--- src/fdl_params.svh ---
// offsets, field positions, reset values and timing counts for the fast detect block
`ifndef FDL_PARAMS_SVH
`define FDL_PARAMS_SVH

// =====================================================================
// register offsets
`define FDL_ADDR_W 13
`define FDL_OFS_CTRL 13'h104
`define FDL_OFS_CUT 13'h105
`define FDL_OFS_FUT_LO 13'h106
`define FDL_OFS_FUT_HI 13'h107
`define FDL_OFS_FLT_LO 13'h108
`define FDL_OFS_FLT_HI 13'h109
`define FDL_OFS_DWELL_LO 13'h10a
`define FDL_OFS_DWELL_HI 13'h10b
`define FDL_OFS_STATUS 13'h10c

// =====================================================================
// field positions
`define FDL_MODE_MSB 3
`define FDL_MODE_LSB 1
`define FDL_CUT_MSB 2
`define FDL_THR_HI_MSB 4

// =====================================================================
// reset values
`define FDL_RST_MODE 3'h0
`define FDL_RST_CUT 3'h7
`define FDL_RST_FUT 13'h1fff
`define FDL_RST_FLT 13'h0000
`define FDL_RST_DWELL 16'h0001

// =====================================================================
// codes and timing counts
`define FDL_LEVEL_MAX 4'h8
`define FDL_CUT_HOLD_CYC 2
`define FDL_HOLD_LEFT 1'h1

`endif

--- src/fdl_pkg.sv ---
// types shared by the fast detect block
package fdl_pkg;

  // =====================================================================
  // fast indication content selector
  typedef enum logic [2:0] {
    FDL_MODE_LEVEL4 = 3'h0,
    FDL_MODE_LEVEL3_OVR = 3'h1,
    FDL_MODE_LEVEL2_OVR_FLT = 3'h2,
    FDL_MODE_LEVEL2_CUT_FLT = 3'h3,
    FDL_MODE_FLAGS = 3'h4,
    FDL_MODE_GAIN = 3'h5,
    FDL_MODE_NONE6 = 3'h6,
    FDL_MODE_NONE7 = 3'h7
  } fdl_mode_t;

  typedef logic [12:0] fdl_mag_t;

endpackage : fdl_pkg

--- src/fdl_dwell_timer.sv ---
// consecutive below-threshold dwell counter producing the gain-raise indication
`timescale 1ns/10ps
`include "fdl_params.svh"

module fdl_dwell_timer (
  input wire logic mclk,
  input wire logic arst_n,
  input wire logic clk_en,
  input wire logic below,
  input wire logic [15:0] dwell,
  output logic raise
);

  logic [15:0] count_reg;
  logic [15:0] count_next;

  // =====================================================================
  // counter
  always_comb
  begin
    count_next = count_reg;
    if (!below)
    begin
      count_next = 16'h0000;
    end
    else if (count_reg != 16'hffff)
    begin
      // saturates so a long quiet spell never wraps back to zero
      count_next = count_reg + 16'h0001;
    end
  end

  always_ff @(posedge mclk or negedge arst_n)
  begin
    if (!arst_n)
    begin
      count_reg <= 16'h0000;
    end
    else if (clk_en)
    begin
      count_reg <= count_next;
    end
  end

  // current sample plus count_reg earlier ones exceed dwell
  assign raise = below && (count_reg >= dwell);

endmodule : fdl_dwell_timer

--- src/fdl_fast_detect.sv ---
// two-channel fast detect indication logic with its threshold register file
`timescale 1ns/10ps
`include "fdl_params.svh"

module fdl_fast_detect (
  input wire logic mclk,
  input wire logic arst_n,
  input wire logic clk_en,
  input wire logic reg_wr,
  input wire logic reg_rd,
  input wire logic [12:0] reg_addr,
  input wire logic [7:0] reg_wdata,
  output logic [7:0] reg_rdata,
  output logic reg_rvalid,
  input wire logic [3:0] ch0_stage_code,
  input wire logic [11:0] ch0_pipe_data,
  input wire logic ch0_pipe_ovr,
  input wire logic [3:0] ch1_stage_code,
  input wire logic [11:0] ch1_pipe_data,
  input wire logic ch1_pipe_ovr,
  output logic [3:0] ch0_fast_indication_bits,
  output logic [3:0] ch1_fast_indication_bits
);

  // =====================================================================
  // register file
  fdl_pkg::fdl_mode_t mode_reg;
  fdl_pkg::fdl_mode_t mode_next;
  logic [2:0] cut_reg;
  logic [2:0] cut_next;
  logic [12:0] fut_reg;
  logic [12:0] fut_next;
  logic [12:0] flt_reg;
  logic [12:0] flt_next;
  logic [15:0] dwell_reg;
  logic [15:0] dwell_next;
  logic [7:0] rdata_reg;
  logic [7:0] rdata_next;
  logic rvalid_reg;
  logic rvalid_next;

  always_comb
  begin
    mode_next = mode_reg;
    cut_next = cut_reg;
    fut_next = fut_reg;
    flt_next = flt_reg;
    dwell_next = dwell_reg;
    if (reg_wr)
    begin
      if (reg_addr == `FDL_OFS_CTRL)
      begin
        mode_next = fdl_pkg::fdl_mode_t'(reg_wdata[`FDL_MODE_MSB:`FDL_MODE_LSB]);
      end
      else if (reg_addr == `FDL_OFS_CUT)
      begin
        cut_next = reg_wdata[`FDL_CUT_MSB:0];
      end
      else if (reg_addr == `FDL_OFS_FUT_LO)
      begin
        fut_next[7:0] = reg_wdata;
      end
      else if (reg_addr == `FDL_OFS_FUT_HI)
      begin
        fut_next[12:8] = reg_wdata[`FDL_THR_HI_MSB:0];
      end
      else if (reg_addr == `FDL_OFS_FLT_LO)
      begin
        flt_next[7:0] = reg_wdata;
      end
      else if (reg_addr == `FDL_OFS_FLT_HI)
      begin
        flt_next[12:8] = reg_wdata[`FDL_THR_HI_MSB:0];
      end
      else if (reg_addr == `FDL_OFS_DWELL_LO)
      begin
        dwell_next[7:0] = reg_wdata;
      end
      else if (reg_addr == `FDL_OFS_DWELL_HI)
      begin
        dwell_next[15:8] = reg_wdata;
      end
    end
  end

  // =====================================================================
  // read path, reserved bits and unmapped offsets read zero
  always_comb
  begin
    rdata_next = rdata_reg;
    rvalid_next = reg_rd;
    if (reg_rd)
    begin
      if (reg_addr == `FDL_OFS_CTRL)
      begin
        rdata_next = {4'h0, mode_reg, 1'b0};
      end
      else if (reg_addr == `FDL_OFS_CUT)
      begin
        rdata_next = {5'h00, cut_reg};
      end
      else if (reg_addr == `FDL_OFS_FUT_LO)
      begin
        rdata_next = fut_reg[7:0];
      end
      else if (reg_addr == `FDL_OFS_FUT_HI)
      begin
        rdata_next = {3'h0, fut_reg[12:8]};
      end
      else if (reg_addr == `FDL_OFS_FLT_LO)
      begin
        rdata_next = flt_reg[7:0];
      end
      else if (reg_addr == `FDL_OFS_FLT_HI)
      begin
        rdata_next = {3'h0, flt_reg[12:8]};
      end
      else if (reg_addr == `FDL_OFS_DWELL_LO)
      begin
        rdata_next = dwell_reg[7:0];
      end
      else if (reg_addr == `FDL_OFS_DWELL_HI)
      begin
        rdata_next = dwell_reg[15:8];
      end
      else if (reg_addr == `FDL_OFS_STATUS)
      begin
        rdata_next = {ch1_fast_indication_bits, ch0_fast_indication_bits};
      end
      else
      begin
        rdata_next = 8'h00;
      end
    end
  end

  always_ff @(posedge mclk or negedge arst_n)
  begin
    if (!arst_n)
    begin
      mode_reg <= fdl_pkg::FDL_MODE_LEVEL4;
      cut_reg <= `FDL_RST_CUT;
      fut_reg <= `FDL_RST_FUT;
      flt_reg <= `FDL_RST_FLT;
      dwell_reg <= `FDL_RST_DWELL;
      rdata_reg <= 8'h00;
      rvalid_reg <= 1'b0;
    end
    else if (clk_en)
    begin
      mode_reg <= mode_next;
      cut_reg <= cut_next;
      fut_reg <= fut_next;
      flt_reg <= flt_next;
      dwell_reg <= dwell_next;
      rdata_reg <= rdata_next;
      rvalid_reg <= rvalid_next;
    end
  end

  assign reg_rdata = rdata_reg;
  assign reg_rvalid = rvalid_reg;

  // =====================================================================
  // per-channel detection
  logic [3:0] stage_code [2];
  logic [11:0] pipe_data [2];
  logic pipe_ovr [2];
  logic [3:0] fast_reg [2];

  assign stage_code[0] = ch0_stage_code;
  assign stage_code[1] = ch1_stage_code;
  assign pipe_data[0] = ch0_pipe_data;
  assign pipe_data[1] = ch1_pipe_data;
  assign pipe_ovr[0] = ch0_pipe_ovr;
  assign pipe_ovr[1] = ch1_pipe_ovr;

  genvar ch;
  generate
    for (ch = 0; ch < 2; ch++)
    begin : g_ch
      logic [3:0] level4;
      logic [2:0] level3;
      logic [1:0] level2;
      logic [11:0] abs_data;
      logic [13:0] mag;
      logic cut_now;
      logic fine_above;
      logic fine_below;
      logic gain_raise;
      logic coarse_reg;
      logic coarse_next;
      logic hold_reg;
      logic hold_next;
      logic [3:0] fast_next;

      // stage code clamped so codes above full-scale range never leave
      assign level4 = (stage_code[ch] > `FDL_LEVEL_MAX) ? `FDL_LEVEL_MAX : stage_code[ch];
      // top range folds into 111 so the low eight ranges keep their codes
      assign level3 = level4[3] ? 3'h7 : level4[2:0];
      assign level2 = level3[2:1];

      // magnitude of the twos-complement word; -2048 maps to 2048
      assign abs_data = pipe_data[ch][11] ? (~pipe_data[ch] + 12'h001) : pipe_data[ch];
      // scaled so full scale reads 2^13 against 13-bit thresholds
      assign mag = {abs_data, 2'b00};
      assign fine_above = mag > {1'b0, fut_reg};
      assign fine_below = mag < {1'b0, flt_reg};
      assign cut_now = level3 > cut_reg;

      // coarse-above with minimum assertion time
      always_comb
      begin
        coarse_next = cut_now;
        hold_next = 1'b0;
        if (cut_now && !coarse_reg)
        begin
          hold_next = `FDL_HOLD_LEFT;
        end
        else if (coarse_reg && hold_reg)
        begin
          coarse_next = 1'b1;
          hold_next = 1'b0;
        end
      end

      fdl_dwell_timer u_dwell (
        .mclk(mclk),
        .arst_n(arst_n),
        .clk_en(clk_en),
        .below(fine_below),
        .dwell(dwell_reg),
        .raise(gain_raise)
      );

      // content selector
      always_comb
      begin
        case (mode_reg)
          fdl_pkg::FDL_MODE_LEVEL4: fast_next = level4;
          fdl_pkg::FDL_MODE_LEVEL3_OVR: fast_next = {level3, pipe_ovr[ch]};
          fdl_pkg::FDL_MODE_LEVEL2_OVR_FLT: fast_next = {level2, pipe_ovr[ch], fine_below};
          fdl_pkg::FDL_MODE_LEVEL2_CUT_FLT: fast_next = {level2, coarse_next, fine_below};
          fdl_pkg::FDL_MODE_FLAGS:
            fast_next = {pipe_ovr[ch], coarse_next, fine_above, fine_below};
          // gain-lower is the coarse-above flag itself
          fdl_pkg::FDL_MODE_GAIN:
            fast_next = {pipe_ovr[ch], fine_above, gain_raise, coarse_next};
          default: fast_next = 4'h0;
        endcase
      end

      // one register stage between the sampled code and the pins
      always_ff @(posedge mclk or negedge arst_n)
      begin
        if (!arst_n)
        begin
          coarse_reg <= 1'b0;
          hold_reg <= 1'b0;
          fast_reg[ch] <= 4'h0;
        end
        else if (clk_en)
        begin
          coarse_reg <= coarse_next;
          hold_reg <= hold_next;
          fast_reg[ch] <= fast_next;
        end
      end
    end
  endgenerate

  assign ch0_fast_indication_bits = fast_reg[0];
  assign ch1_fast_indication_bits = fast_reg[1];

endmodule : fdl_fast_detect

--- config.mk ---
export PLATFORM = sky130hd
export DESIGN_NAME = fdl_fast_detect
export DESIGN_NICKNAME = d
export VERILOG_FILES = /design/src/fdl_pkg.sv /design/src/fdl_dwell_timer.sv /design/src/fdl_fast_detect.sv
export VERILOG_INCLUDE_DIRS = /design/src
export SDC_FILE = /design/constraint.sdc
export NUM_CORES = 1
export LEC_CHECK = 0
export ABC_AREA = 1
export BUFFER_PORTS_ARGS = -buffer_cell sky130_fd_sc_hd__buf_4
export CAP_MARGIN = 20
export CORE_AREA = 5 5 129 131
export DETAILED_ROUTE_END_ITERATION = 7
export DIE_AREA = 0 0 134 136
export PLACE_DENSITY = 0.78
export SKIP_LAST_GASP = 1
export SLEW_MARGIN = 20
export SYNTH_ARGS = -nofsm -noshare
export SYNTH_HDL_FRONTEND = slang
export SYNTH_SLANG_ARGS = --single-unit
--- constraint.sdc ---
create_clock -name mclk -period 1.9 [get_ports mclk]
set_clock_uncertainty 0.05 [all_clocks]
set_input_delay 0 -clock mclk [delete_from_list [all_inputs] [get_ports mclk]]
set_output_delay 0 -clock mclk [all_outputs]
set_load 0.03 [all_outputs]
==> qor.yml <==
run_status:
  status: "finished with violations"
  violations: "setup timing"
timing:
  fin_crit_sh_pct: 116
  holdWs_ns: 0.0252
  fmax_ghz: 0.455
  rsz0062_at_grt: "yes"
  max-slew-margin-rel_pct: 53.7
  drv_slew: 0
  tightest_slew_ns: 0.687
  timing_hold_violations_final: 0
  setup_slack_ns: -0.297
  fin_crit_ns: 2.20
  setup_violations: 37
pwr:
  p_leak_nw: 5.48
  ir_worst_vdd_v: 0.000417
  p_per_area_nw_per_um2: 518
  totalPowerFinal_mw: 5.99
die:
  die_h_um: 136
  start_util_pct: 53.1
  row_count: 46
  core-area_um2: 15500
  die_w_um: 134
  pin_count: 77
  die_area_um2: 18200
grt:
  grt_max_degree: 43
  grt_util_met1_pct: 37.5
  grt_usage_pct: 29.2
  grt_pass1_wl_um: 42500
  met2_usage_pct: 49.2
  antenna_found_initial: 0
  grt_remaining_overflow: 0
  grt_busiest_layer: "met2"
  grt_pass1_vias: 8736
  grt_util_met3_pct: 4.37
layout:
  antenna_cells: 0
  layout_commonest_cell: "nand2_1"
  multiInputGateArea_um2: 5810
  layout_common_cells: "nand2_1, buf_4, inv_1"
  regArea_um2: 2550
  drive_above_1_share_pct: 33.4
  nNetsFinal: 1530
  area_delta_synth_final_pct: 40.7
  largest_register_ffs: 32
  fillers: 1064
clocking:
  cts_tree: "yes"
  htree_levels: 3
  cts-root-buf: "clkbuf_16"
  cts_sinks: 101
  clkLatencyLatePin_ns: 0.36
  cts_buffer_depth: 2
  cts_buffers: 9
  path_clk_slew_ns: 0.08
worst_setup_path:
  crit_arrival_ns: 2.39
  critical_path_class: "in2reg"
  crit_fanout: 7
  required_ns: 2.09
  startpoint: "ch1_pipe_data[1]"
  regToRegSetupSlack_ns: -0.23
  end_kind: "flop"
  r2r_cells: 12
  r2r_start: "flt_reg[8]"
  cp-start-kind: "primary input"
drt:
  vias: 9044
  drt_wl_total_um: 27700
  ant_nets: 0
  drc: 0
  vias_per_cell: 5.72
  wl_per_cell_um: 17.5
  drt-pass1-iter-count: 5
  detail_route.iter0.violations: 918
placement:
  hpwl_um: 18900
  gp_congestion: 0.977
  port_buffers: 76
  dp_slack_ns: -0.635
job:
  max_cap_violations: 0
yosys:
  syn_inst: 1145
  synthSimpleGateAreaFrac_pct: 30.3
  yosysSeqAreaShare_pct: 31.0
  syn_nets: 1291
  synth_top_family_by_area: "simple AND/OR/NAND/NOR gates"
  ys_warn_count: 0
  async_reset_ff_share_pct: 100
  synth-xor-area-share_pct: 3.94
  synthAdderAreaFrac_pct: 13.1
  synth_edf_count: 0
  synth.distinct_cells: 48
  ys.flop_type: "dfrtp_1"
  synth_compound_area_share_pct: 13.3
  syn-cell-area_um2: 8220
  synth_seq_cells: 101
  avgSynthCellArea_um2: 7.18
  synthMuxAreaShare_pct: 0
min_path:
  min_from: "ch1_stage_code[1]"
  hold_class: "in2reg"
  hold_depth: 7
-- power by group --
group	total (mW)	internal, mW	switching, mW
sequential	2.23	2.19	0.0369
clock	2.05	1.17	0.879
combinational	1.71	0.788	0.922
-- layer usage --
| metal | wire [um] | share of wire [%] |
|---|---|---|
| met1 | 11100 | 40 |
| met2 | 13300 | 48 |
| met3 | 2170 | 7.8 |
| met4 | 1120 | 4.0 |
| met5 | 0 | 0 |
-- Yosys cell counts, types with 2 or more instances --
| cell | count | area, um^2 |
|---|---|---|
| buf_4 | 2 | 15.0 |
| xnor2_1 | 5 | 43.8 |
| dfstp_2 | 17 | 447 |
| nand3_1 | 64 | 320 |
| a22oi_1 | 2 | 15.0 |
| nor2_2 | 5 | 31.3 |
| nor2_4 | 2 | 22.5 |
| nand4_1 | 20 | 125 |
| o21ai_1 | 47 | 235 |
| inv_2 | 10 | 37.5 |
| nor3_2 | 3 | 30.0 |
| a32oi_1 | 2 | 17.5 |
| nor2_8 | 2 | 40.0 |
| nand3_2 | 8 | 80.1 |
| a22o_1 | 2 | 17.5 |
| nor4_1 | 2 | 12.5 |
| inv_1 | 143 | 537 |
| o211ai_2 | 2 | 25.0 |
| a21oi_1 | 55 | 275 |
| buf_2 | 5 | 25.0 |
| clkbuf_1 | 4 | 15.0 |
| buf_6 | 4 | 45.0 |
| o21a_1 | 5 | 37.5 |
| o21ai_0 | 47 | 235 |
| nor2_1 | 122 | 458 |
| o211ai_1 | 4 | 30.0 |
| o21ai_2 | 11 | 96.3 |
| nand2_4 | 3 | 33.8 |
| nand2_1 | 282 | 1060 |
| dfrtp_1 | 84 | 2100 |
| nor3_1 | 26 | 130 |
| o22ai_1 | 3 | 18.8 |
| xor2_1 | 32 | 280 |
| nand3b_1 | 2 | 15.0 |
| o31ai_1 | 4 | 30.0 |
| ha_1 | 86 | 1080 |
| or2_2 | 6 | 37.5 |
| nand2_2 | 11 | 68.8 |
| o21bai_1 | 2 | 15.0 |
-- cells by family after synthesis --
group | Yosys count
simple gates | 560
compound gates | 190
buf+inv | 171
flops | 101
fa+ha+maj | 86
xor+xnor | 37
-- what timing repair did --
item / 4_1_cts / 5_1_grt
resized for setup: 89 / 97
endpoints found under the hold margin: 74 / 0
setup buffers: 18 / 17
gates cloned: 3 / 0
pin swaps: 43 / 42
hold buffers: 19 / 0
endpoints found under the setup margin: 37 / 40
-- final cells by class --
cell class	count	area share (%)
multi-input cells	876	50.2
flip-flops and latches	101	22.1
clock buffers	10	1.98
repair buffers	241	17.4
inverters	155	5.41
clock inverters	6	0.823
well taps	192	2.08
-- critical path, stage by stage --
cell and delay [ns]:
buf_8 0.11, nor3_4 0.20, nand2_2 0.10, nor3_4 0.16, nor2_1 0.09, xor2_1 0.30
ha_1 0.33, a21oi_2 0.17, o21a_1 0.16, nor2_2 0.05, nor2_4 0.13, nand2_4 0.10
nand2_8 0.11, nand2_8 0.09, buf_12 0.17, nand2_4 0.05, o21ai_2 0.04
-- metrics by stage --
stage | setup TNS [ns] | instances | utilization (%) | cell area (um^2)
final | -7.63 | 1581 | 74.7 | 11600
after floorplan | -4.38 | 1145 | - | 8310
after global placement | -18.21 | 1514 | 64.1 | 9920
after global routing | -11.01 | 1581 | 74.7 | 11600
after detailed placement | -20.80 | 1514 | 64.1 | 9920
after CTS | -2.98 | 1568 | 71.2 | 11000
-- worst paths after layout --
path / end
worst max-delay path: g_ch[1].u_dwell.count_reg[11]
worst min-delay path: ch1_fast_indication_bits[1]
worst max register to register: g_ch[0].u_dwell.count_reg[15]
worst min register to register: fut_reg[2]
max in group asynchronous: fut_reg[12]
min in group asynchronous: reg_rdata[5]
Power figures use the tool's default switching activity.
